## src/verilog/ucrl_regs.svh

```systemverilog
// Register offsets, field positions and reset values of the UART channel
`ifndef UCRL_REGS_SVH
`define UCRL_REGS_SVH
// ----------------------------------------
// Register offsets
// ----------------------------------------
`define UCRL_A_DATA    4'h0
`define UCRL_A_IEN     4'h1
`define UCRL_A_ISQ     4'h2
`define UCRL_A_LCTL    4'h3
`define UCRL_A_MCTL    4'h4
`define UCRL_A_LSTS    4'h5
`define UCRL_A_MSTS    4'h6
`define UCRL_A_SCR     4'h7
`define UCRL_A_FCTL    4'h8
`define UCRL_A_EFN     4'h9
`define UCRL_A_TX_FILL_COUNT   4'ha
`define UCRL_A_RX_FILL_COUNT   4'hb
`define UCRL_A_PAUSE1  4'hc
`define UCRL_A_PAUSE2  4'hd
`define UCRL_A_RESUME1 4'he
`define UCRL_A_RESUME2 4'hf
// ----------------------------------------
// Field positions
// ----------------------------------------
`define UCRL_LCTL_DIV   7
`define UCRL_LCTL_BRK   6
`define UCRL_MCTL_LOOP  4
`define UCRL_MCTL_OP2   3
`define UCRL_MCTL_OP1   2
`define UCRL_MCTL_RTS   1
`define UCRL_MCTL_DTR   0
`define UCRL_EFN_ENH    4
`define UCRL_QCTL_EN    0
// Bits guarded by the enhanced enable
`define UCRL_IEN_ENH_MASK  8'he0
`define UCRL_QCTL_ENH_MASK 8'h30
`define UCRL_MCTL_ENH_MASK 8'he0
// ----------------------------------------
// Reset values and interrupt codes
// ----------------------------------------
`define UCRL_RST_BYTE   8'h00
`define UCRL_RST_FILL   8'hff
`define UCRL_ISQ_NONE   4'h1
`define UCRL_ISQ_LINE   4'h6
`define UCRL_ISQ_RXD    4'h4
`define UCRL_ISQ_TXE    4'h2
`define UCRL_ISQ_MDM    4'h0
`define UCRL_OVS        4'hf
`define UCRL_OVS_MID    4'h7
`define UCRL_FRAME_BITS 4'h9
`endif
```

## src/verilog/ucrl_pkg.sv

```systemverilog
// Types shared by the UART channel register block
`default_nettype none
package ucrl_pkg;
  typedef struct packed {
    logic [3:0] addr;
    logic [7:0] wdata;
    logic       wr;
    logic       rd;
  } ucrl_bus_t;
  typedef struct packed {
    logic cd_n;
    logic ri_n;
    logic dsr_n;
    logic cts_n;
  } ucrl_modem_t;
  typedef enum logic [1:0] {
    UCRL_IDLE  = 2'b00,
    UCRL_START = 2'b01,
    UCRL_DATA  = 2'b10,
    UCRL_STOP  = 2'b11
  } ucrl_ser_t;
endpackage
`default_nettype wire

```

## src/verilog/ucrl_channel.sv

```systemverilog
// One UART channel: register map, simple serial engine and internal loopback
`timescale 1ns/100ps
`default_nettype none
`include "ucrl_regs.svh"

module ucrl_channel
  import ucrl_pkg::*;
(
  // Clock, reset and enable
  input  wire logic        clk_in,
  input  wire logic        resetn_in,
  input  wire logic        ce_in,
  // Register port
  input  wire ucrl_bus_t   bus_in,
  output logic      [7:0]  rdata_out,
  // Serial and modem pins
  input  wire logic        serial_in,
  input  wire ucrl_modem_t modem_in,
  output logic             serial_out,
  output logic             rts_n_out,
  output logic             dtr_n_out
);
  // ----------------------------------------
  // Registers
  // ----------------------------------------
  logic [7:0]  dlow_ff, dhigh_ff, dfrac_ff, ien_ff, qctl_ff, lctl_ff, mctl_ff;
  logic [7:0]  dly_ff, scr_ff, fctl_ff, efn_ff, tx_trigger_level_ff, rx_trigger_level_ff;
  logic [7:0]  p1_ff, p2_ff, r1_ff, r2_ff;
  logic [7:0]  thr_ff, rhr_ff, tsr_ff, rsr_ff;
  logic        thr_full_ff, rhr_full_ff, ovr_ff, frm_ff;
  logic [3:0]  flags_ff, mdelta_ff, mprev_ff, mstat_ff;
  logic [15:0] bcnt_ff;
  logic        tick_ff;
  ucrl_ser_t   txs_ff, rxs_ff;
  logic [3:0]  txph_ff, rxph_ff, txbit_ff, rxbit_ff;
  logic        rx_in;
  logic [3:0]  mstat_raw;
  logic        loop, dlab, enh, wr_hit, rd_hit;
  logic        rx_done, rx_ok;
  logic [3:0]  isq_code;
  logic [7:0]  nxt_rdata;

  assign loop = mctl_ff[`UCRL_MCTL_LOOP];
  assign dlab = lctl_ff[`UCRL_LCTL_DIV];
  assign enh  = efn_ff[`UCRL_EFN_ENH];

  // Write and read decode of one address
  function automatic logic hit(input logic [3:0] a, input logic [3:0] r, input logic s);
    hit = s && (a == r);
  endfunction

  // Keep guarded bits of a write unless enhanced access is on
  function automatic logic [7:0] gated(input logic [7:0] old, input logic [7:0] nw,
                                       input logic [7:0] m, input logic e);
    gated = e ? nw : ((nw & ~m) | (old & m));
  endfunction

  // ----------------------------------------
  // Control register writes
  // ----------------------------------------
  // Overlaid registers are chosen by divisor latch bit and direction
  always_ff @(posedge clk_in or negedge resetn_in)
  begin
    if (!resetn_in)
    begin
      dlow_ff  <= `UCRL_RST_BYTE;
      dhigh_ff <= `UCRL_RST_BYTE;
      dfrac_ff <= `UCRL_RST_BYTE;
      ien_ff   <= `UCRL_RST_BYTE;
      qctl_ff  <= `UCRL_RST_BYTE;
      lctl_ff  <= `UCRL_RST_BYTE;
      mctl_ff  <= `UCRL_RST_BYTE;
      dly_ff   <= `UCRL_RST_BYTE;
      scr_ff   <= `UCRL_RST_BYTE;
      fctl_ff  <= `UCRL_RST_BYTE;
      efn_ff   <= `UCRL_RST_BYTE;
      tx_trigger_level_ff <= `UCRL_RST_BYTE;
      rx_trigger_level_ff <= `UCRL_RST_BYTE;
      p1_ff    <= `UCRL_RST_BYTE;
      p2_ff    <= `UCRL_RST_BYTE;
      r1_ff    <= `UCRL_RST_BYTE;
      r2_ff    <= `UCRL_RST_BYTE;
    end
    else if (ce_in && bus_in.wr)
    begin
      unique case (bus_in.addr)
        `UCRL_A_DATA:
          if (dlab) dlow_ff <= bus_in.wdata;
        `UCRL_A_IEN:
          if (dlab) dhigh_ff <= bus_in.wdata;
          else ien_ff <= gated(ien_ff, bus_in.wdata & 8'hef,
                               `UCRL_IEN_ENH_MASK, enh);
        `UCRL_A_ISQ:
          if (dlab) dfrac_ff <= bus_in.wdata;
          else qctl_ff <= gated(qctl_ff, bus_in.wdata & 8'hf9,
                                `UCRL_QCTL_ENH_MASK, enh);
        `UCRL_A_LCTL:    lctl_ff <= bus_in.wdata;
        `UCRL_A_MCTL:
          mctl_ff <= gated(mctl_ff, bus_in.wdata, `UCRL_MCTL_ENH_MASK, enh);
        `UCRL_A_LSTS:    ;
        `UCRL_A_MSTS:
          if (enh) dly_ff <= bus_in.wdata;
        `UCRL_A_SCR:     scr_ff <= bus_in.wdata;
        `UCRL_A_FCTL:    fctl_ff <= bus_in.wdata;
        `UCRL_A_EFN:     efn_ff <= bus_in.wdata;
        `UCRL_A_TX_FILL_COUNT:   tx_trigger_level_ff <= bus_in.wdata;
        `UCRL_A_RX_FILL_COUNT:   rx_trigger_level_ff <= bus_in.wdata;
        `UCRL_A_PAUSE1:  p1_ff <= bus_in.wdata;
        `UCRL_A_PAUSE2:  p2_ff <= bus_in.wdata;
        `UCRL_A_RESUME1: r1_ff <= bus_in.wdata;
        `UCRL_A_RESUME2: r2_ff <= bus_in.wdata;
      endcase
    end
  end

  // ----------------------------------------
  // Baud generator
  // ----------------------------------------
  // One oversample tick each divisor count of clocks, also in loopback
  always_ff @(posedge clk_in or negedge resetn_in)
  begin
    if (!resetn_in)
    begin
      bcnt_ff <= 16'h0000;
      tick_ff <= 1'b0;
    end
    else if (ce_in)
    begin
      tick_ff <= 1'b0;
      if ({dhigh_ff, dlow_ff} != 16'h0000)
      begin
        if (bcnt_ff + 16'h0001 >= {dhigh_ff, dlow_ff})
        begin
          bcnt_ff <= 16'h0000;
          tick_ff <= 1'b1;
        end
        else
          bcnt_ff <= bcnt_ff + 16'h0001;
      end
    end
  end

  // ----------------------------------------
  // Transmitter
  // ----------------------------------------
  assign wr_hit = hit(bus_in.addr, `UCRL_A_DATA, bus_in.wr) && !dlab;
  assign rd_hit = hit(bus_in.addr, `UCRL_A_DATA, bus_in.rd) && !dlab;

  // Holding byte loads the shifter, frame is start, eight data, stop
  always_ff @(posedge clk_in or negedge resetn_in)
  begin
    if (!resetn_in)
    begin
      thr_ff      <= `UCRL_RST_BYTE;
      thr_full_ff <= 1'b0;
      tsr_ff      <= `UCRL_RST_FILL;
      txs_ff      <= UCRL_IDLE;
      txph_ff     <= 4'h0;
      txbit_ff    <= 4'h0;
    end
    else if (ce_in)
    begin
      if (wr_hit)
      begin
        thr_ff      <= bus_in.wdata;
        thr_full_ff <= 1'b1;
      end
      if (txs_ff == UCRL_IDLE && thr_full_ff && !wr_hit)
      begin
        tsr_ff      <= thr_ff;
        thr_full_ff <= 1'b0;
        txs_ff      <= UCRL_START;
        txph_ff     <= 4'h0;
      end
      else if (tick_ff && txs_ff != UCRL_IDLE)
      begin
        txph_ff <= txph_ff + 4'h1;
        if (txph_ff == `UCRL_OVS)
        begin
          unique case (txs_ff)
            UCRL_START:
            begin
              txs_ff   <= UCRL_DATA;
              txbit_ff <= 4'h0;
            end
            UCRL_DATA:
            begin
              txbit_ff <= txbit_ff + 4'h1;
              if (txbit_ff == 4'h7) txs_ff <= UCRL_STOP;
            end
            UCRL_STOP:  txs_ff <= UCRL_IDLE;
            UCRL_IDLE:  txs_ff <= UCRL_IDLE;
          endcase
        end
      end
    end
  end

  // Serial level that the shifter puts out
  logic tx_bit;
  assign tx_bit = (txs_ff == UCRL_START) ? 1'b0 :
                  (txs_ff == UCRL_DATA)  ? tsr_ff[txbit_ff[2:0]] : 1'b1;

  // ----------------------------------------
  // Receiver
  // ----------------------------------------
  assign rx_in   = loop ? tx_bit : serial_in;
  assign rx_done = tick_ff && rxs_ff == UCRL_STOP && rxph_ff == `UCRL_OVS_MID;
  assign rx_ok   = rx_in;

  // Start bit checked at mid bit, data sampled at mid bit
  always_ff @(posedge clk_in or negedge resetn_in)
  begin
    if (!resetn_in)
    begin
      rsr_ff      <= `UCRL_RST_BYTE;
      rhr_ff      <= `UCRL_RST_BYTE;
      rhr_full_ff <= 1'b0;
      ovr_ff      <= 1'b0;
      frm_ff      <= 1'b0;
      rxs_ff      <= UCRL_IDLE;
      rxph_ff     <= 4'h0;
      rxbit_ff    <= 4'h0;
    end
    else if (ce_in)
    begin
      if (rd_hit) rhr_full_ff <= 1'b0;
      if (hit(bus_in.addr, `UCRL_A_LSTS, bus_in.rd))
      begin
        ovr_ff <= 1'b0;
        frm_ff <= 1'b0;
      end
      if (tick_ff)
      begin
        rxph_ff <= rxph_ff + 4'h1;
        unique case (rxs_ff)
          UCRL_IDLE:
            if (!rx_in)
            begin
              rxs_ff  <= UCRL_START;
              rxph_ff <= 4'h0;
            end
          UCRL_START:
            if (rxph_ff == `UCRL_OVS_MID)
            begin
              rxs_ff   <= rx_in ? UCRL_IDLE : UCRL_DATA;
              rxph_ff  <= `UCRL_OVS_MID + 4'h1;
              rxbit_ff <= 4'h0;
            end
          UCRL_DATA:
            if (rxph_ff == `UCRL_OVS_MID)
            begin
              rsr_ff   <= {rx_in, rsr_ff[7:1]};
              rxbit_ff <= rxbit_ff + 4'h1;
              if (rxbit_ff == 4'h7) rxs_ff <= UCRL_STOP;
            end
          UCRL_STOP:
            if (rx_done)
            begin
              rxs_ff      <= UCRL_IDLE;
              rhr_ff      <= rsr_ff;
              rhr_full_ff <= 1'b1;
              // Error events win over a clearing read in the same cycle
              if (rhr_full_ff && !rd_hit) ovr_ff <= 1'b1;
              if (!rx_ok) frm_ff <= 1'b1;
            end
        endcase
      end
    end
  end

  // ----------------------------------------
  // Flow character flags
  // ----------------------------------------
  // Set on matching characters; read clears, a new match wins
  always_ff @(posedge clk_in or negedge resetn_in)
  begin
    if (!resetn_in)
      flags_ff <= 4'h0;
    else if (ce_in)
    begin
      if (hit(bus_in.addr, `UCRL_A_PAUSE1, bus_in.rd))
        flags_ff <= 4'h0;
      if (rx_done && (rsr_ff == p1_ff || rsr_ff == p2_ff)) flags_ff[0] <= 1'b1;
      if (rx_done && (rsr_ff == r1_ff || rsr_ff == r2_ff)) flags_ff[1] <= 1'b1;
      if (wr_hit && (bus_in.wdata == p1_ff || bus_in.wdata == p2_ff)) flags_ff[2] <= 1'b1;
      if (wr_hit && (bus_in.wdata == r1_ff || bus_in.wdata == r2_ff)) flags_ff[3] <= 1'b1;
    end
  end

  // ----------------------------------------
  // Modem status
  // ----------------------------------------
  // Loopback feeds status from control bits, pins are not looked at
  assign mstat_raw = loop ? {mctl_ff[`UCRL_MCTL_OP2], mctl_ff[`UCRL_MCTL_OP1],
                             mctl_ff[`UCRL_MCTL_DTR], mctl_ff[`UCRL_MCTL_RTS]}
                          : ~{modem_in.cd_n, modem_in.ri_n,
                              modem_in.dsr_n, modem_in.cts_n};

  // Delta flags set on change and clear on status read, change wins
  always_ff @(posedge clk_in or negedge resetn_in)
  begin
    if (!resetn_in)
    begin
      mstat_ff  <= 4'h0;
      mprev_ff  <= 4'h0;
      mdelta_ff <= 4'h0;
    end
    else if (ce_in)
    begin
      mstat_ff <= mstat_raw;
      mprev_ff <= mstat_ff;
      mdelta_ff <= (hit(bus_in.addr, `UCRL_A_MSTS, bus_in.rd) ? 4'h0 : mdelta_ff)
                   | (mstat_ff ^ mprev_ff);
    end
  end

  // ----------------------------------------
  // Interrupt source and read mux
  // ----------------------------------------
  // Highest priority enabled source
  always_comb
  begin
    if (ien_ff[2] && (ovr_ff || frm_ff))      isq_code = `UCRL_ISQ_LINE;
    else if (ien_ff[0] && rhr_full_ff)        isq_code = `UCRL_ISQ_RXD;
    else if (ien_ff[1] && !thr_full_ff)       isq_code = `UCRL_ISQ_TXE;
    else if (ien_ff[3] && mdelta_ff != 4'h0)  isq_code = `UCRL_ISQ_MDM;
    else                                      isq_code = `UCRL_ISQ_NONE;
  end

  // Read data by address, latch bit and direction
  always_comb
  begin
    nxt_rdata = 8'h00;
    unique case (bus_in.addr)
      `UCRL_A_DATA:    nxt_rdata = dlab ? dlow_ff : rhr_ff;
      `UCRL_A_IEN:     nxt_rdata = dlab ? dhigh_ff : ien_ff;
      `UCRL_A_ISQ:     nxt_rdata = dlab ? dfrac_ff :
                         {{2{qctl_ff[`UCRL_QCTL_EN]}}, 1'b0,
                          enh && flags_ff != 4'h0, isq_code};
      `UCRL_A_LCTL:    nxt_rdata = lctl_ff;
      `UCRL_A_MCTL:    nxt_rdata = mctl_ff;
      `UCRL_A_LSTS:    nxt_rdata = {frm_ff, txs_ff == UCRL_IDLE && !thr_full_ff,
                                    !thr_full_ff, 1'b0, frm_ff, 1'b0,
                                    ovr_ff, rhr_full_ff};
      `UCRL_A_MSTS:    nxt_rdata = {mstat_ff, mdelta_ff};
      `UCRL_A_SCR:     nxt_rdata = scr_ff;
      `UCRL_A_FCTL:    nxt_rdata = fctl_ff;
      `UCRL_A_EFN:     nxt_rdata = efn_ff;
      `UCRL_A_TX_FILL_COUNT:   nxt_rdata = {7'h00, thr_full_ff};
      `UCRL_A_RX_FILL_COUNT:   nxt_rdata = {7'h00, rhr_full_ff};
      `UCRL_A_PAUSE1:  nxt_rdata = {4'h0, flags_ff};
      `UCRL_A_PAUSE2:  nxt_rdata = 8'h00;
      `UCRL_A_RESUME1: nxt_rdata = 8'h00;
      `UCRL_A_RESUME2: nxt_rdata = 8'h00;
    endcase
  end

  // ----------------------------------------
  // Output flops
  // ----------------------------------------
  // Read data for one cycle, pins parked in loopback
  always_ff @(posedge clk_in or negedge resetn_in)
  begin
    if (!resetn_in)
    begin
      rdata_out  <= 8'h00;
      serial_out <= 1'b1;
      rts_n_out  <= 1'b1;
      dtr_n_out  <= 1'b1;
    end
    else if (ce_in)
    begin
      rdata_out  <= bus_in.rd ? nxt_rdata : 8'h00;
      serial_out <= loop ? 1'b1 : (tx_bit & ~lctl_ff[`UCRL_LCTL_BRK]);
      rts_n_out  <= loop ? 1'b1 : ~mctl_ff[`UCRL_MCTL_RTS];
      dtr_n_out  <= loop ? 1'b1 : ~mctl_ff[`UCRL_MCTL_DTR];
    end
  end
endmodule // ucrl_channel
`default_nettype wire

```

## config.mk

```make
export PLATFORM = sky130hd
export DESIGN_NAME = ucrl_channel
export DESIGN_NICKNAME = d
export VERILOG_FILES = /design/src/verilog/ucrl_pkg.sv /design/src/verilog/ucrl_channel.sv
export VERILOG_INCLUDE_DIRS = /design/src /design/src/verilog
export SDC_FILE = /design/constraint.sdc
export NUM_CORES = 1
export LEC_CHECK = 0
export BUFFER_PORTS_ARGS = -buffer_cell sky130_fd_sc_hd__clkbuf_2
export CAP_MARGIN = 20
export CORE_AREA = 2 2 124 138
export DETAILED_ROUTE_END_ITERATION = 7
export DIE_AREA = 0 0 126 140
export HOLD_SLACK_MARGIN = 0.06
export PLACE_DENSITY = 0.82
export REMOVE_ABC_BUFFERS = 1
export SETUP_SLACK_MARGIN = 0.1
export SYNTH_ARGS = -nofsm -noshare
export SYNTH_HDL_FRONTEND = slang
export SYNTH_SLANG_ARGS = --single-unit
```

## constraint.sdc

```tcl
create_clock -name clk_in -period 7.6 [get_ports clk_in]
set_clock_uncertainty 0.1 [all_clocks]
set_input_delay 1.14 -clock clk_in [delete_from_list [all_inputs] [get_ports clk_in]]
set_output_delay 1.14 -clock clk_in [all_outputs]
set_load 0.03 [all_outputs]
```

==> Yosys cells after proc, flatten, opt, wreduce, memory -nomap -nowiden <==
Cells that the tools add are included.
{ "word_totals": {"regBits": 210, "word_cells": 247, "output_inout_bits": 11, "in_bits": 22} }
{ "classes": {"n_addsub": 5, "eq_ne": 39, "mux": 67, "n_reduce_logical": 81, "n_bitwise": 12, "n_lt_le_gt_ge": 2} }
{ "ops": {"columns": ["cell", "count"], "rows": [
  ["case mux 8 bit (14 select lines)", 1],
  ["equality test 8 bit", 8],
  ["two-way mux 8 bit", 6],
  ["AND reduction 2 bit", 19],
  ["equality test 4 bit, second input constant", 9],
  ["two-way mux 4 bit", 9],
  ["two-way mux 1 bit", 30],
  ["equality test 4 x 3 -> 1 bit, second input constant", 7],
  ["logical AND 1 bit", 24],
  ["case mux 4 bit (2 select lines)", 3],
  ["two-way mux 2 bit", 11],
  ["nonzero test 2 bit", 10],
  ["adder 16 x 1 -> 16 bit, second input constant", 1],
  ["adder 4 x 1 -> 4 bit, second input constant", 4],
  ["greater-or-equal comparator 16 bit", 1],
  ["two-way mux 16 bit", 1],
  ["nonzero test 16 bit", 1],
  ["AND reduction 3 bit", 5],
  ["AND reduction 4 bit", 3],
  ["!= test 2 bit, second input constant", 5],
  ["AND reduction 5 bit", 2],
  ["equality test 2 bit, second input constant", 4],
  ["equality test 4 x 2 -> 1 bit, second input constant", 2],
  ["bitwise OR 4 x 8 -> 8 bit", 1],
  ["other kinds (24)", 39]
]} }

==> Longest topological paths before layout <==
Gate-level depths: netlist of the first run.
{ "depth": {"word_depth": 9, "ltp_mapped": 13, "depth_no_buf": 12} }

==> Least setup slack after synthesis of the first run <==
OpenSTA, ideal clock, no wires.
{ "synth_timing": {"path_type": "reg-to-reg", "from": "register bcnt_ff[0]", "to": "register bcnt_ff[9]", "setup_time_ps": 126, "period_less_slack_ps": 2981, "t_required_ps": 7374, "stages_incl_launch_ff": 14, "arrival_time_ps": 2755, "path_slack_ps": 4619, "n_path_buf": 1, "cell_sequence": "dfrtp_1 > ha_1 > nand2_1 > nor4_4 > nand3_2 > xnor2_1 > ha_1 > nand2_1 > o21ai_0 > nor3_1 > a21oi_2 > clkbuf_1 > nor2_1 > a221o_1"} }
{ "synth_via": {"elab_chain_len": 3} }
{ "synth_rtl": {"columns": ["element", "line", "rtl"], "rows": [
  ["from (decl)", "ucrl_channel.sv:32", "logic [15:0] bcnt_ff;"],
  ["from (signal assigned)", "ucrl_channel.sv:138", "bcnt_ff <= bcnt_ff + 16'h0001;"],
  ["adder 16 x 1 -> 16 bit (*)", "ucrl_channel.sv:132, ucrl_channel.sv:138", null],
  ["greater-or-equal comparator 16 bit", "ucrl_channel.sv:132", "if (bcnt_ff + 16'h0001 >= {dhigh_ff, dlow_ff})"],
  ["two-way mux 16 bit (*)", "ucrl_channel.sv:132", null]
]} }
Every way passes the cells marked *; elsewhere a longest branch is shown, timed or not.
A chain may end at the register's enable or synchronous reset.

==> Final worst setup path of the first run <==
{ "layout_timing": {"from": "register bcnt_ff[0]", "to": "register bcnt_ff[11]"} }
The elaborated chain is that of the path after synthesis.

==> results.md, run 1 <==
* Async SR Flop Fraction at 100.0%
* Routability cong. at 0.9510
* H-tree levels at 1
* Worst Path Max Fanout at 17
* Inserted Diodes at 0
* Pre-antenna DRT Iters at 5
* Register area at 5119 sq um
* Worst VDD drop at 0.1771 mV
* DIE WIDTH at 126 um
* Cell Rows at 49
* Post-CTS Hold Buffers at 0
* Comb power frac at 19.4%
* Clock network fraction of total power at 35.4%
* Total global-route track usage at 30.22%
* CP endpoint: bcnt_ff[11]$_DFFE_PN0P_
* Worst-path clk slew at 60 ps
* CP endpoint kind: flip-flop
* Final ANT Viol Nets at 0
* Grt total ovfl at 0
* Status: completed
* Inst Count DP at 1192
* Avg Inst Size Synth at 10.66 sq um
* DR DRC count at 0
* Clk buf depth at 3
* Die Area at 17640 sq um
* Final setup violation count at 0
* Num CTS Buffers at 22
* RR Endpoint: bcnt_ff[11]$_DFFE_PN0P_
* R2R depth at 12
* CTS tree: built
* EDFF count, synth at 0
* Critical path class: flip-flop to flip-flop
* Post-CTS setup buffers at 0
* Synthesized area at 10780 sq um
* Die H at 140 um
* Unrepaired setup endpoints after global routing: no
* Global-route wire length before repair at 42650 um
* Sequential power share at 45.2%
* Fin. Hold Viols at 0
* Ys flop type: dfrtp_1
* Yosys cell types at 58
* Pin slew with the least headroom to its limit at 903.3 ps
* Area growth, synth to finish at 9.161%
* Internal at 2.229 mW
* Area contributors post-synth: dfrtp_1 (45%), mux2_2 (14%), nand2_1 (3.7%), o21ai_0 (3.6%), xnor2_1 (3.6%)
* Post-DP HPWL at 17430 um
* Initial Util at 66.58%
* Slew HR at 39.78%
* Cell Pwr Density at 268.3 nW/um^2
* Reg-to-reg startpoint: bcnt_ff[0]$_DFFE_PN0P_
* FF+latch count, synth at 204
* Period Utilization, post-route at 48.53%
* Max Freq at 271.1 MHz
* Sequential area share after synthesis at 47.50%
* Final wirelength at 26610 um
* Switching Share at 29.38%
* Area post-placement at 10980 sq um
* Slew Viols, Final at 0
* Crit path required time at 7880 ps
* Vias in the first global route at 8023
* Port Buffers at 32
* Area occupied by multi-input gates at 5293 sq um
* P_leak at 5.386 nW
* IO Pins at 33
* Final worst path period need at 3688 ps
* Layout cells sized above 1 at 22.69%
* Post-synth top cells: dfrtp_1 (193), mux2_2 (131), nand2_1 (106), o21ai_0 (77), xnor2_1 (44)
* Final std cells w/o fill at 1231
* Crit path DAT at 3970 ps
* Clock root cell: clkbuf_16
* Largest net degree at the start of global routing at 133
* Synthesis Warnings at 0
* Post-Layout Inst Area at 11760 sq um
* Post-CTS sizing at 0
* Setup crit start: bcnt_ff[0]$_DFFE_PN0P_
* Total Nets Final at 1059
* Wire per inst at 21.61 um
* Post-Synthesis Cells at 1011
* Startpoint Class: flip-flop
* Setup TNS at 0 ps
* Max cap viols at 0
* 1st-iter DRT viols at 690
* Post-synth top area share at 44.82%
* CTS Sinks at 204
* Synth area leader: dfrtp_1
* Initial antenna violation count at 0
* Switch Pwr at 0.9272 mW
* Via count at 7950
* Clk_lat worst skew at 500 ps
* HP Class: flip-flop to flip-flop
* R2r setup slk at 3910 ps
* Most common cell in the netlist: dfrtp_1
* Fillers at 1149
* Number of vias per cell at 6.458
* Core Region at 16190 sq um
==> cells by family (layout without fill, tap and decap cells) <==
logic type,count (synthesis),count (layout),synth area share (%)
AND/OR/NAND/NOR,258,258,12.06
flip-flops,204,204,47.50
AO/OA/AOI/OAI,199,199,11.67
multiplexers,150,150,15.69
buffers and inverters,91,107,3.390
XOR/XNOR,85,85,6.908
adder cells (fa/ha/maj),24,24,2.787
==> metal layers <==
metal  routed length, um  global-route usage (%)  up-vias
met5                   0                       0        -
met4                 926                   11.45        0
met3                1931                   4.775       82
met2               12740                   49.26      326
met1               11010                   41.21     3931
li1                    -                       -     3611
==> layout make-up <==
| class | count | area share [%] |
|---|---|---|
| Multi-Input combinational cell | 716 | 44.99 |
| Sequential cell | 204 | 43.51 |
| Clock buffer | 32 | 5.520 |
| Tap cell | 204 | 2.170 |
| Timing Repair Buffer | 36 | 1.861 |
| Inverter | 33 | 1.053 |
| Clock inverter | 6 | 0.8934 |
==> cell usage in the layout, fill, tap and decap left out, drive strengths merged, types with 3 or more instances in the layout <==
cell	n
nand2	107
nand4	15
a32oi	3
a211oi	5
nor2	41
a22oi	9
buf	4
ha	24
dfstp	11
nand2b	7
nor2b	10
bufinv	3
inv	33
xor2	41
o2bb2ai	4
a22o	13
mux2i	17
a221oi	4
dfrtp	193
clkinv	3
xnor2	44
mux2	131
a21o	6
o41ai	3
nor4	18
clkbuf	64
nor3	23
o21ai	77
a31oi	9
a21oi	34
o22ai	9
nand3	26
or3	3
o31ai	4
and3	5
==> state kept, by name, summed over array words and instances, names as in the netlist, 8 cells and up, named ones only <==
| register | count |
|---|---|
| dhigh_ff | 8 |
| lctl_ff | 8 |
| efn_ff | 8 |
| dlow_ff | 8 |
| tsr_ff | 8 |
| p2_ff | 8 |
| r2_ff | 8 |
| r1_ff | 8 |
| rhr_ff | 8 |
| p1_ff | 8 |
| scr_ff | 8 |
| rsr_ff | 8 |
| thr_ff | 8 |
| mctl_ff | 8 |
| bcnt_ff | 16 |
| fctl_ff | 8 |
| rdata_out | 8 |
| dfrac_ff | 8 |
==> per-stage QoR <==
stage | worst slack (ps) | util, % | hold slack (ps) | total power, mW
6_report | 3912 | 72.68 | 383.5 | 3.156
5_1_grt | 3529 | 72.68 | 397.9 | 3.296
4_1_cts | 3927 | 72.51 | 384.2 | 3.157
3_5_place_dp | 3804 | 67.85 | 371.6 | 2.035
3_3_place_gp | 3948 | 67.85 | 363.8 | 2.007
2_1_floorplan | 4528 | - | 340.3 | 1.821
==> critical path: stages (launching register included) <==
cell	delay, ps
dfrtp_1	410
ha_1	250
nand2_1	180
nor4_4	390
nand3_2	140
xnor2_1	150
ha_1	270
nand2_1	60
o21ai_0	240
nor3_1	120
a21oi_2	560
nor2_1	320
a221o_1	370
==> power by group through the flow <==
stage                     Sequential [mW]  Clock [mW]  Combinational (mW)
after CTS                            1.42        1.13               0.606
final                                1.43        1.12               0.611
after global placement               1.43           0               0.574
after detailed placement             1.44           0               0.595
after floorplan                      1.41           0               0.406
after global routing                 1.45        1.18               0.672
==> how the worst min path moves through the flow <==
stage                        startpoint                  endpoint  cells past startpoint
2_1_floorplan    mctl_ff[0]$_DFFE_PN0P_     dtr_n_out$_DFFE_PN1P_                      1
3_3_place_gp   rdata_out[5]$_DFFE_PN0P_  rdata_out[5]$_DFFE_PN0P_                      1
3_5_place_dp   rdata_out[2]$_DFFE_PN0P_  rdata_out[2]$_DFFE_PN0P_                      1
4_1_cts        rdata_out[2]$_DFFE_PN0P_  rdata_out[2]$_DFFE_PN0P_                      1
5_1_grt        rdata_out[2]$_DFFE_PN0P_  rdata_out[2]$_DFFE_PN0P_                      1
6_report       rdata_out[2]$_DFFE_PN0P_  rdata_out[2]$_DFFE_PN0P_                      1
No activity file was read; power rests on OpenSTA's default activity.
==> inputs of run 2 (changes only) <==
--- a/config.mk
+++ b/config.mk
@@ -8,11 +8,11 @@
 export LEC_CHECK = 0
 export BUFFER_PORTS_ARGS = -buffer_cell sky130_fd_sc_hd__clkbuf_2
 export CAP_MARGIN = 20
-export CORE_AREA = 2 2 124 138
+export CORE_AREA = 2 2 135 150
 export DETAILED_ROUTE_END_ITERATION = 7
-export DIE_AREA = 0 0 126 140
+export DIE_AREA = 0 0 137 152
 export HOLD_SLACK_MARGIN = 0.06
-export PLACE_DENSITY = 0.82
+export PLACE_DENSITY = 0.74
 export REMOVE_ABC_BUFFERS = 1
 export SETUP_SLACK_MARGIN = 0.1
 export SYNTH_ARGS = -nofsm -noshare
==> constraint.sdc (replaced) <==
create_clock -name clk_in -period 3 [get_ports clk_in]
set_clock_uncertainty 0.1 [all_clocks]
set_input_delay 0.45 -clock clk_in [delete_from_list [all_inputs] [get_ports clk_in]]
set_output_delay 0.45 -clock clk_in [all_outputs]
set_load 0.03 [all_outputs]
==> results.md, run 2 (synthesis gave the netlist of run 1 again) <==
* Status: completed
* Vias in the first global route at 8029 (+0.075%)
* Clock root cell: clkbuf_16
* Worst VDD drop at 0.4865 mV (+170%)
* Clk buf depth at 3 (unchanged)
* Total Nets Final at 1106 (+4.4%)
* H-tree levels at 1 (unchanged)
* Setup TNS at 0 ps (unchanged)
* DR DRC count at 0 (unchanged)
* Commonest non-fill, non-tap cell in the layout: dfrtp_1
* Startpoint Class: flip-flop
* CTS Sinks at 204 (unchanged)
* Post-DP HPWL at 18130 um (+4.0%)
* P_leak at 5.636 nW (+4.7%)
* Port Buffers at 32 (unchanged)
* Most Frequent Cell on Critical Path: buf_4
* CTS tree: built
* Clk_lat worst skew at 500 ps (about the same)
* Die H at 152 um (+8.6%)
* Die Area at 20820 sq um (+18%)
* CP endpoint kind: flip-flop
* Num CTS Buffers at 22 (unchanged)
* CP Cell Sequence: nand4_1 > buf_4 > nor4_4 > buf_4 > xor2_1 > ha_1 > nand2_1 > a311oi_1 > nor2_1 > a21oi_2 > nor2_1 > buf_4 > a221o_1
* Layout cells sized above 1 at 27.23% (+4.5 points)
* Max cap viols at 0 (unchanged)
* Max Freq at 345.6 MHz (+27%)
* Commonest cells after routing, fill and taps aside: dfrtp_1 (193), mux2_2 (131), nand2_1 (103)
* Final setup violation count at 0 (unchanged)
* Via count at 8047 (+1.2%)
* Worst-path clk slew at 60 ps (about the same)
* Slew Viols, Final at 0 (unchanged)
* Grt total ovfl at 0 (unchanged)
* Initial Util at 55.38% (-11 points)
* Cell Pwr Density at 651.8 nW/um^2 (+140%)
* Pre-antenna DRT Iters at 6 (+1)
* Initial antenna violation count at 0 (unchanged)
* Area post-placement at 11350 sq um (+3.4%)
* Fin. Hold Viols at 0 (unchanged)
* Period Utilization, post-route at 96.45% (+48 points)
* Critical path class: flip-flop to flip-flop
* Inserted Diodes at 0 (unchanged)
* Wire per inst at 20.05 um (-7.2%)
* M1 WL at 11080 um (+0.64%)
* Routability cong. at 0.9250 (-2.7%)
* Unrepaired setup endpoints after global routing: yes
* 1st-iter DRT viols at 589 (-15%)
* CP peak stage delay at 410 ps (-150 ps)
* Post-Layout Inst Area at 12250 sq um (+4.1%)
* Crit path DAT at 3180 ps (-790 ps)
* Global-route wire length before repair at 42900 um (+0.60%)
* Slew HR at 53.07% (+13 points)
* DR top layer: met4
* Total global-route track usage at 25.89% (-4.3 points)
* Number of vias per cell at 6.059 (-6.2%)
* Core Region at 19460 sq um (+20%)
* Crit path required time at 3280 ps (-4600 ps)
* WL met2 at 13180 um (+3.5%)
* Final wirelength at 26620 um (about the same)
* IO Pins at 33 (unchanged)
* Pin slew with the least headroom to its limit at 700.1 ps (-203.3 ps)
* DR WL met3 at 1667 um (-14%)
* Area growth, synth to finish at 13.64%
* Final worst path period need at 2893 ps (-794.8 ps)
* Final ANT Viol Nets at 0 (unchanged)
* Max reg flops at 16 (unchanged)
* DIE WIDTH at 137 um (+8.7%)
* Reg with most FFs: bcnt_ff
* HP Class: input pin to flip-flop
* Cell Rows at 54 (+10%)
* Design Power at 7.982 mW (+150%)
* Largest net degree at the start of global routing at 69 (-48%)
* CP max stage cell: dfrtp_1
* Worst Path Max Fanout at 5 (-12)
## run 2: changes by cell type in the layout (fill, tap and decap cells not counted), moves of 3 or more
cell,before,now
nand2_1,106,103
buf_4,3,46
nand2_2,1,4
clkbuf_8,5,8
o21ai_0,77,74
o21ai_1,0,3
## run 2: stage by stage
stage	setup slack [ps]	hold WS (ps)	std cells	utilization [%]
after detailed placement	13.88	367.5	1278	58.34
after global placement	103.3	364.2	1278	58.34
final	106.6	191.6	1328	62.94
after global routing	-43.64	226.8	1328	62.94
after floorplan	-71.53	54.41	953	-
after CTS	129.1	182.1	1320	62.31
## run 2: routing by layer
layer	vias to the layer above	GRT usage (%)
li1	3708	-
met1	4005	34.84
met2	280	43.38
met3	54	4.204
met4	0	7.020
met5	-	0
## run 2: final timing paths
kind | cells past startpoint | start | to | slack, ps
worst max-delay path | 13 | bcnt_ff[7]$_DFFE_PN0P_ | bcnt_ff[9]$_DFFE_PN0P_ | 110
worst min-delay path | 4 | bus_in[0] | rhr_full_ff$_DFFE_PN0P_ | 190
worst max register to register | 13 | bcnt_ff[7]$_DFFE_PN0P_ | bcnt_ff[9]$_DFFE_PN0P_ | 110
worst min register to register | 1 | rdata_out[2]$_DFFE_PN0P_ | rdata_out[2]$_DFFE_PN0P_ | 380
max in group asynchronous | 3 | resetn_in | rdata_out[3]$_DFFE_PN0P_ | 1580
min in group asynchronous | 2 | resetn_in | r2_ff[4]$_DFFE_PN0P_ | 430
## run 2: area by class of cell
class / instances / area (sq um)
clock inverter: 4 / 48.80
timing repair buffer: 83 / 586.8
fill: 1557 / 7212
sequential: 204 / 5119
tap: 252 / 315.3
multi-input combinational: 716 / 5359
inverter: 33 / 123.9
clock buffer: 36 / 694.4
## run 2: power by group
| group | switching, mW | total (mW) | internal (mW) |
|---|---|---|---|
| sequential | 0.385 | 3.58 | 3.20 |
| clock | 1.08 | 2.75 | 1.66 |
| combinational | 0.877 | 1.65 | 0.773 |
| total | 2.35 | 7.98 | 5.64 |
## run 2: timing repair
action / CTS / global route
pin swaps: 4 / 9
setup endpoints to repair: 9 / 17
buffers inserted: 1 / 8
gates resized for setup: 3 / 17
hold buffers: 1 / 0
hold endpoints to repair: 57 / 0
## run 2: critical path, delay by kind of cell, from the launching register on
kind            cells  cell delay [ps]
simple gates        5              700
fa+ha+maj           1              290
compound gates      3              670
xor+xnor            1               70
buf+inv             3              530
flops               1              410
==> inputs of run 3 (changes only) <==
--- a/config.mk
+++ b/config.mk
@@ -8,11 +8,11 @@
 export LEC_CHECK = 0
 export BUFFER_PORTS_ARGS = -buffer_cell sky130_fd_sc_hd__clkbuf_2
 export CAP_MARGIN = 20
-export CORE_AREA = 2 2 135 150
+export CORE_AREA = 2 2 124 138
 export DETAILED_ROUTE_END_ITERATION = 7
-export DIE_AREA = 0 0 137 152
+export DIE_AREA = 0 0 126 140
 export HOLD_SLACK_MARGIN = 0.06
-export PLACE_DENSITY = 0.74
+export PLACE_DENSITY = 0.82
 export REMOVE_ABC_BUFFERS = 1
 export SETUP_SLACK_MARGIN = 0.1
 export SYNTH_ARGS = -nofsm -noshare
==> constraint.sdc (replaced) <==
create_clock -name clk_in -period 3.45 [get_ports clk_in]
set_clock_uncertainty 0.1 [all_clocks]
set_input_delay 0.5175 -clock clk_in [delete_from_list [all_inputs] [get_ports clk_in]]
set_output_delay 0.5175 -clock clk_in [all_outputs]
set_load 0.03 [all_outputs]
==> results.md, run 3 (synthesis gave the netlist of run 1 again) <==
* Total Nets Final at 1072 (-3.1%)
* Cell Rows at 49 (-9.3%)
* Worst-path clk slew at 60 ps (about the same)
* Initial antenna violation count at 0 (unchanged)
* Global-route wire length before repair at 42870 um (about the same)
* DIE WIDTH at 126 um (-8.0%)
* Design Power at 7.000 mW (-12%)
* Fin. Hold Viols at 0 (unchanged)
* Die H at 140 um (-7.9%)
* Die Area at 17640 sq um (-15%)
* Status: completed
* Layout cells sized above 1 at 24.40% (-2.8 points)
* Port Buffers at 32 (unchanged)
* Largest net degree at the start of global routing at 81 (+17%)
* Grt total ovfl at 0 (unchanged)
* Max Freq at 328.1 MHz (-5.1%)
* Final wirelength at 26490 um (-0.51%)
* DR DRC count at 0 (unchanged)
* Final std cells w/o fill at 1245 (-6.3%)
* Worst VDD drop at 0.3795 mV (-22%)
* Num CTS Buffers at 22 (unchanged)
* Crit path DAT at 3340 ps (+160 ps)
* Slew HR at 45.26% (-7.8 points)
* Clk_lat worst skew at 500 ps (about the same)
* Inst Count DP at 1205 (-5.7%)
* Total global-route track usage at 30.45% (+4.6 points)
* Reg with most FFs: bcnt_ff
* Cell Pwr Density at 588.8 nW/um^2 (-9.7%)
* HP Class: input pin to flip-flop
* Post-Layout Inst Area at 11890 sq um (-2.9%)
* Pin slew with the least headroom to its limit at 818.1 ps (+118.0 ps)
* 1st-iter DRT viols at 673 (+14%)
* Via count at 7977 (-0.87%)
* Wire per inst at 21.27 um (+6.1%)
* Number of vias per cell at 6.407 (+5.7%)
* Worst hold slack at 283.6 ps (+91.92 ps)
* Max cap viols at 0 (unchanged)
* Core Region at 16190 sq um (-17%)
* Area growth, synth to finish at 10.31%
* R2r setup slk at 400 ps (+300 ps)
* IO Pins at 33 (unchanged)
* Sequential power share at 45.0% (about the same)
* Period Utilization, post-route at 88.35% (-8.1 points)
* Clock network fraction of total power at 35.8% (+1.4 points)
* Crit path required time at 3740 ps (+460 ps)
* Inserted Diodes at 0 (unchanged)
* P_leak at 5.468 nW (-3.0%)
* CP endpoint kind: flip-flop
* Routability cong. at 0.9962 (+7.7%)
* Area post-placement at 11090 sq um (-2.3%)
* Switching Share at 29.48% (+0.094 points)
* Critical path class: flip-flop to flip-flop
* Comb power frac at 19.2% (-1.5 points)
* H-tree levels at 1 (unchanged)
* Clock root cell: clkbuf_16
* Worst Path Max Fanout at 16 (+11)
* CTS Sinks at 204 (unchanged)
* Commonest non-fill, non-tap cell in the layout: dfrtp_1
* Vias in the first global route at 8074 (+0.56%)
* Final setup violation count at 0 (unchanged)
* Max reg flops at 16 (unchanged)
* Final ANT Viol Nets at 0 (unchanged)
* Pre-antenna DRT Iters at 5 (-1)
* Slew Viols, Final at 0 (unchanged)
* Commonest cells after routing, fill and taps aside: dfrtp_1 (191), mux2_2 (131), nand2_1 (106)
* Post-DP HPWL at 17690 um (-2.4%)
* Setup TNS at 0 ps (unchanged)
* CTS tree: built
* Final worst path period need at 3048 ps (+154.7 ps)
* Unrepaired setup endpoints after global routing: yes
* Switch Pwr at 2.064 mW (-12%)
* Startpoint Class: flip-flop
* Clk buf depth at 3 (unchanged)
* Initial Util at 66.58% (+11 points)
* Internal at 4.936 mW (-12%)
-- run 3: cell count changes in the layout (fill, tap and decap cells not counted), moves of 3 or more --
cell,delta
nand2_2,-3
o21ai_1,-3
bufinv_16,+3
clkbuf_8,-6
clkinv_2,+5
o21ai_0,+3
buf_4,-31
nand2_1,+3
clkbuf_1,-4
-- run 3: layer usage --
| layer | GRT usage, % | wire length, um |
|---|---|---|
| met1 | 40.35 | 10690 |
| met4 | 11.57 | 1031 |
| met5 | 0 | 0 |
| met2 | 50.93 | 12810 |
| met3 | 4.736 | 1954 |
-- run 3: critical path, stage by stage, from the launching register on --
cell	delay (ps)
dfrtp_1	420
ha_2	250
nand2_1	170
nor4_4	300
nand3_2	140
xnor2_1	140
ha_1	270
nand2_1	50
o21ai_0	220
nor3_1	110
a21oi_2	160
buf_4	230
o21ai_0	110
a22o_1	250
-- run 3: area by class of cell --
cell class / count / area (sq um)
fillers: 1084 / 4298
inverters: 33 / 123.9
clock inverters: 13 / 172.7
repair buffers: 49 / 311.5
flip-flops and latches: 204 / 5121
multi-input cells: 716 / 5306
well taps: 204 / 255.2
clock buffers: 26 / 596.8
-- run 3: final timing paths --
check / from / end / cells after the start
max reg2reg: bcnt_ff[0]$_DFFE_PN0P_ / bcnt_ff[15]$_DFFE_PN0P_ / 13
min in group asynchronous: resetn_in / txbit_ff[2]$_DFFE_PN0P_ / 2
min reg2reg: rdata_out[3]$_DFFE_PN0P_ / rdata_out[3]$_DFFE_PN0P_ / 1
min: modem_in[3] / mstat_ff[3]$_DFFE_PN0P_ / 3
max: bcnt_ff[0]$_DFFE_PN0P_ / bcnt_ff[15]$_DFFE_PN0P_ / 13
max in group asynchronous: resetn_in / tsr_ff[6]$_DFFE_PN1P_ / 3
-- run 3: what timing repair did --
item,in CTS,in global routing
setup endpoints to repair,0,11
hold buffers,1,0
setup buffers,0,0
gates resized for setup,0,6
hold endpoints to repair,68,0
-- run 3: metrics by stage --
stage                     worst slack [ps]  utilization [%]
after floorplan                      378.5                -
after global placement               372.8            68.53
after detailed placement             273.9            68.53
final                                401.9            73.45
after global routing                 79.29            73.45
after CTS                            254.0            73.35
-- run 3: power by group through the flow --
stage / registers, mW / logic (mW) / clock network (mW)
5_1_grt: 3.20 / 1.48 / 2.62
3_5_place_dp: 3.18 / 1.32 / 0
3_3_place_gp: 3.16 / 1.26 / 0
4_1_cts: 3.14 / 1.34 / 2.53
2_1_floorplan: 3.12 / 0.895 / 0
6_report: 3.15 / 1.35 / 2.50
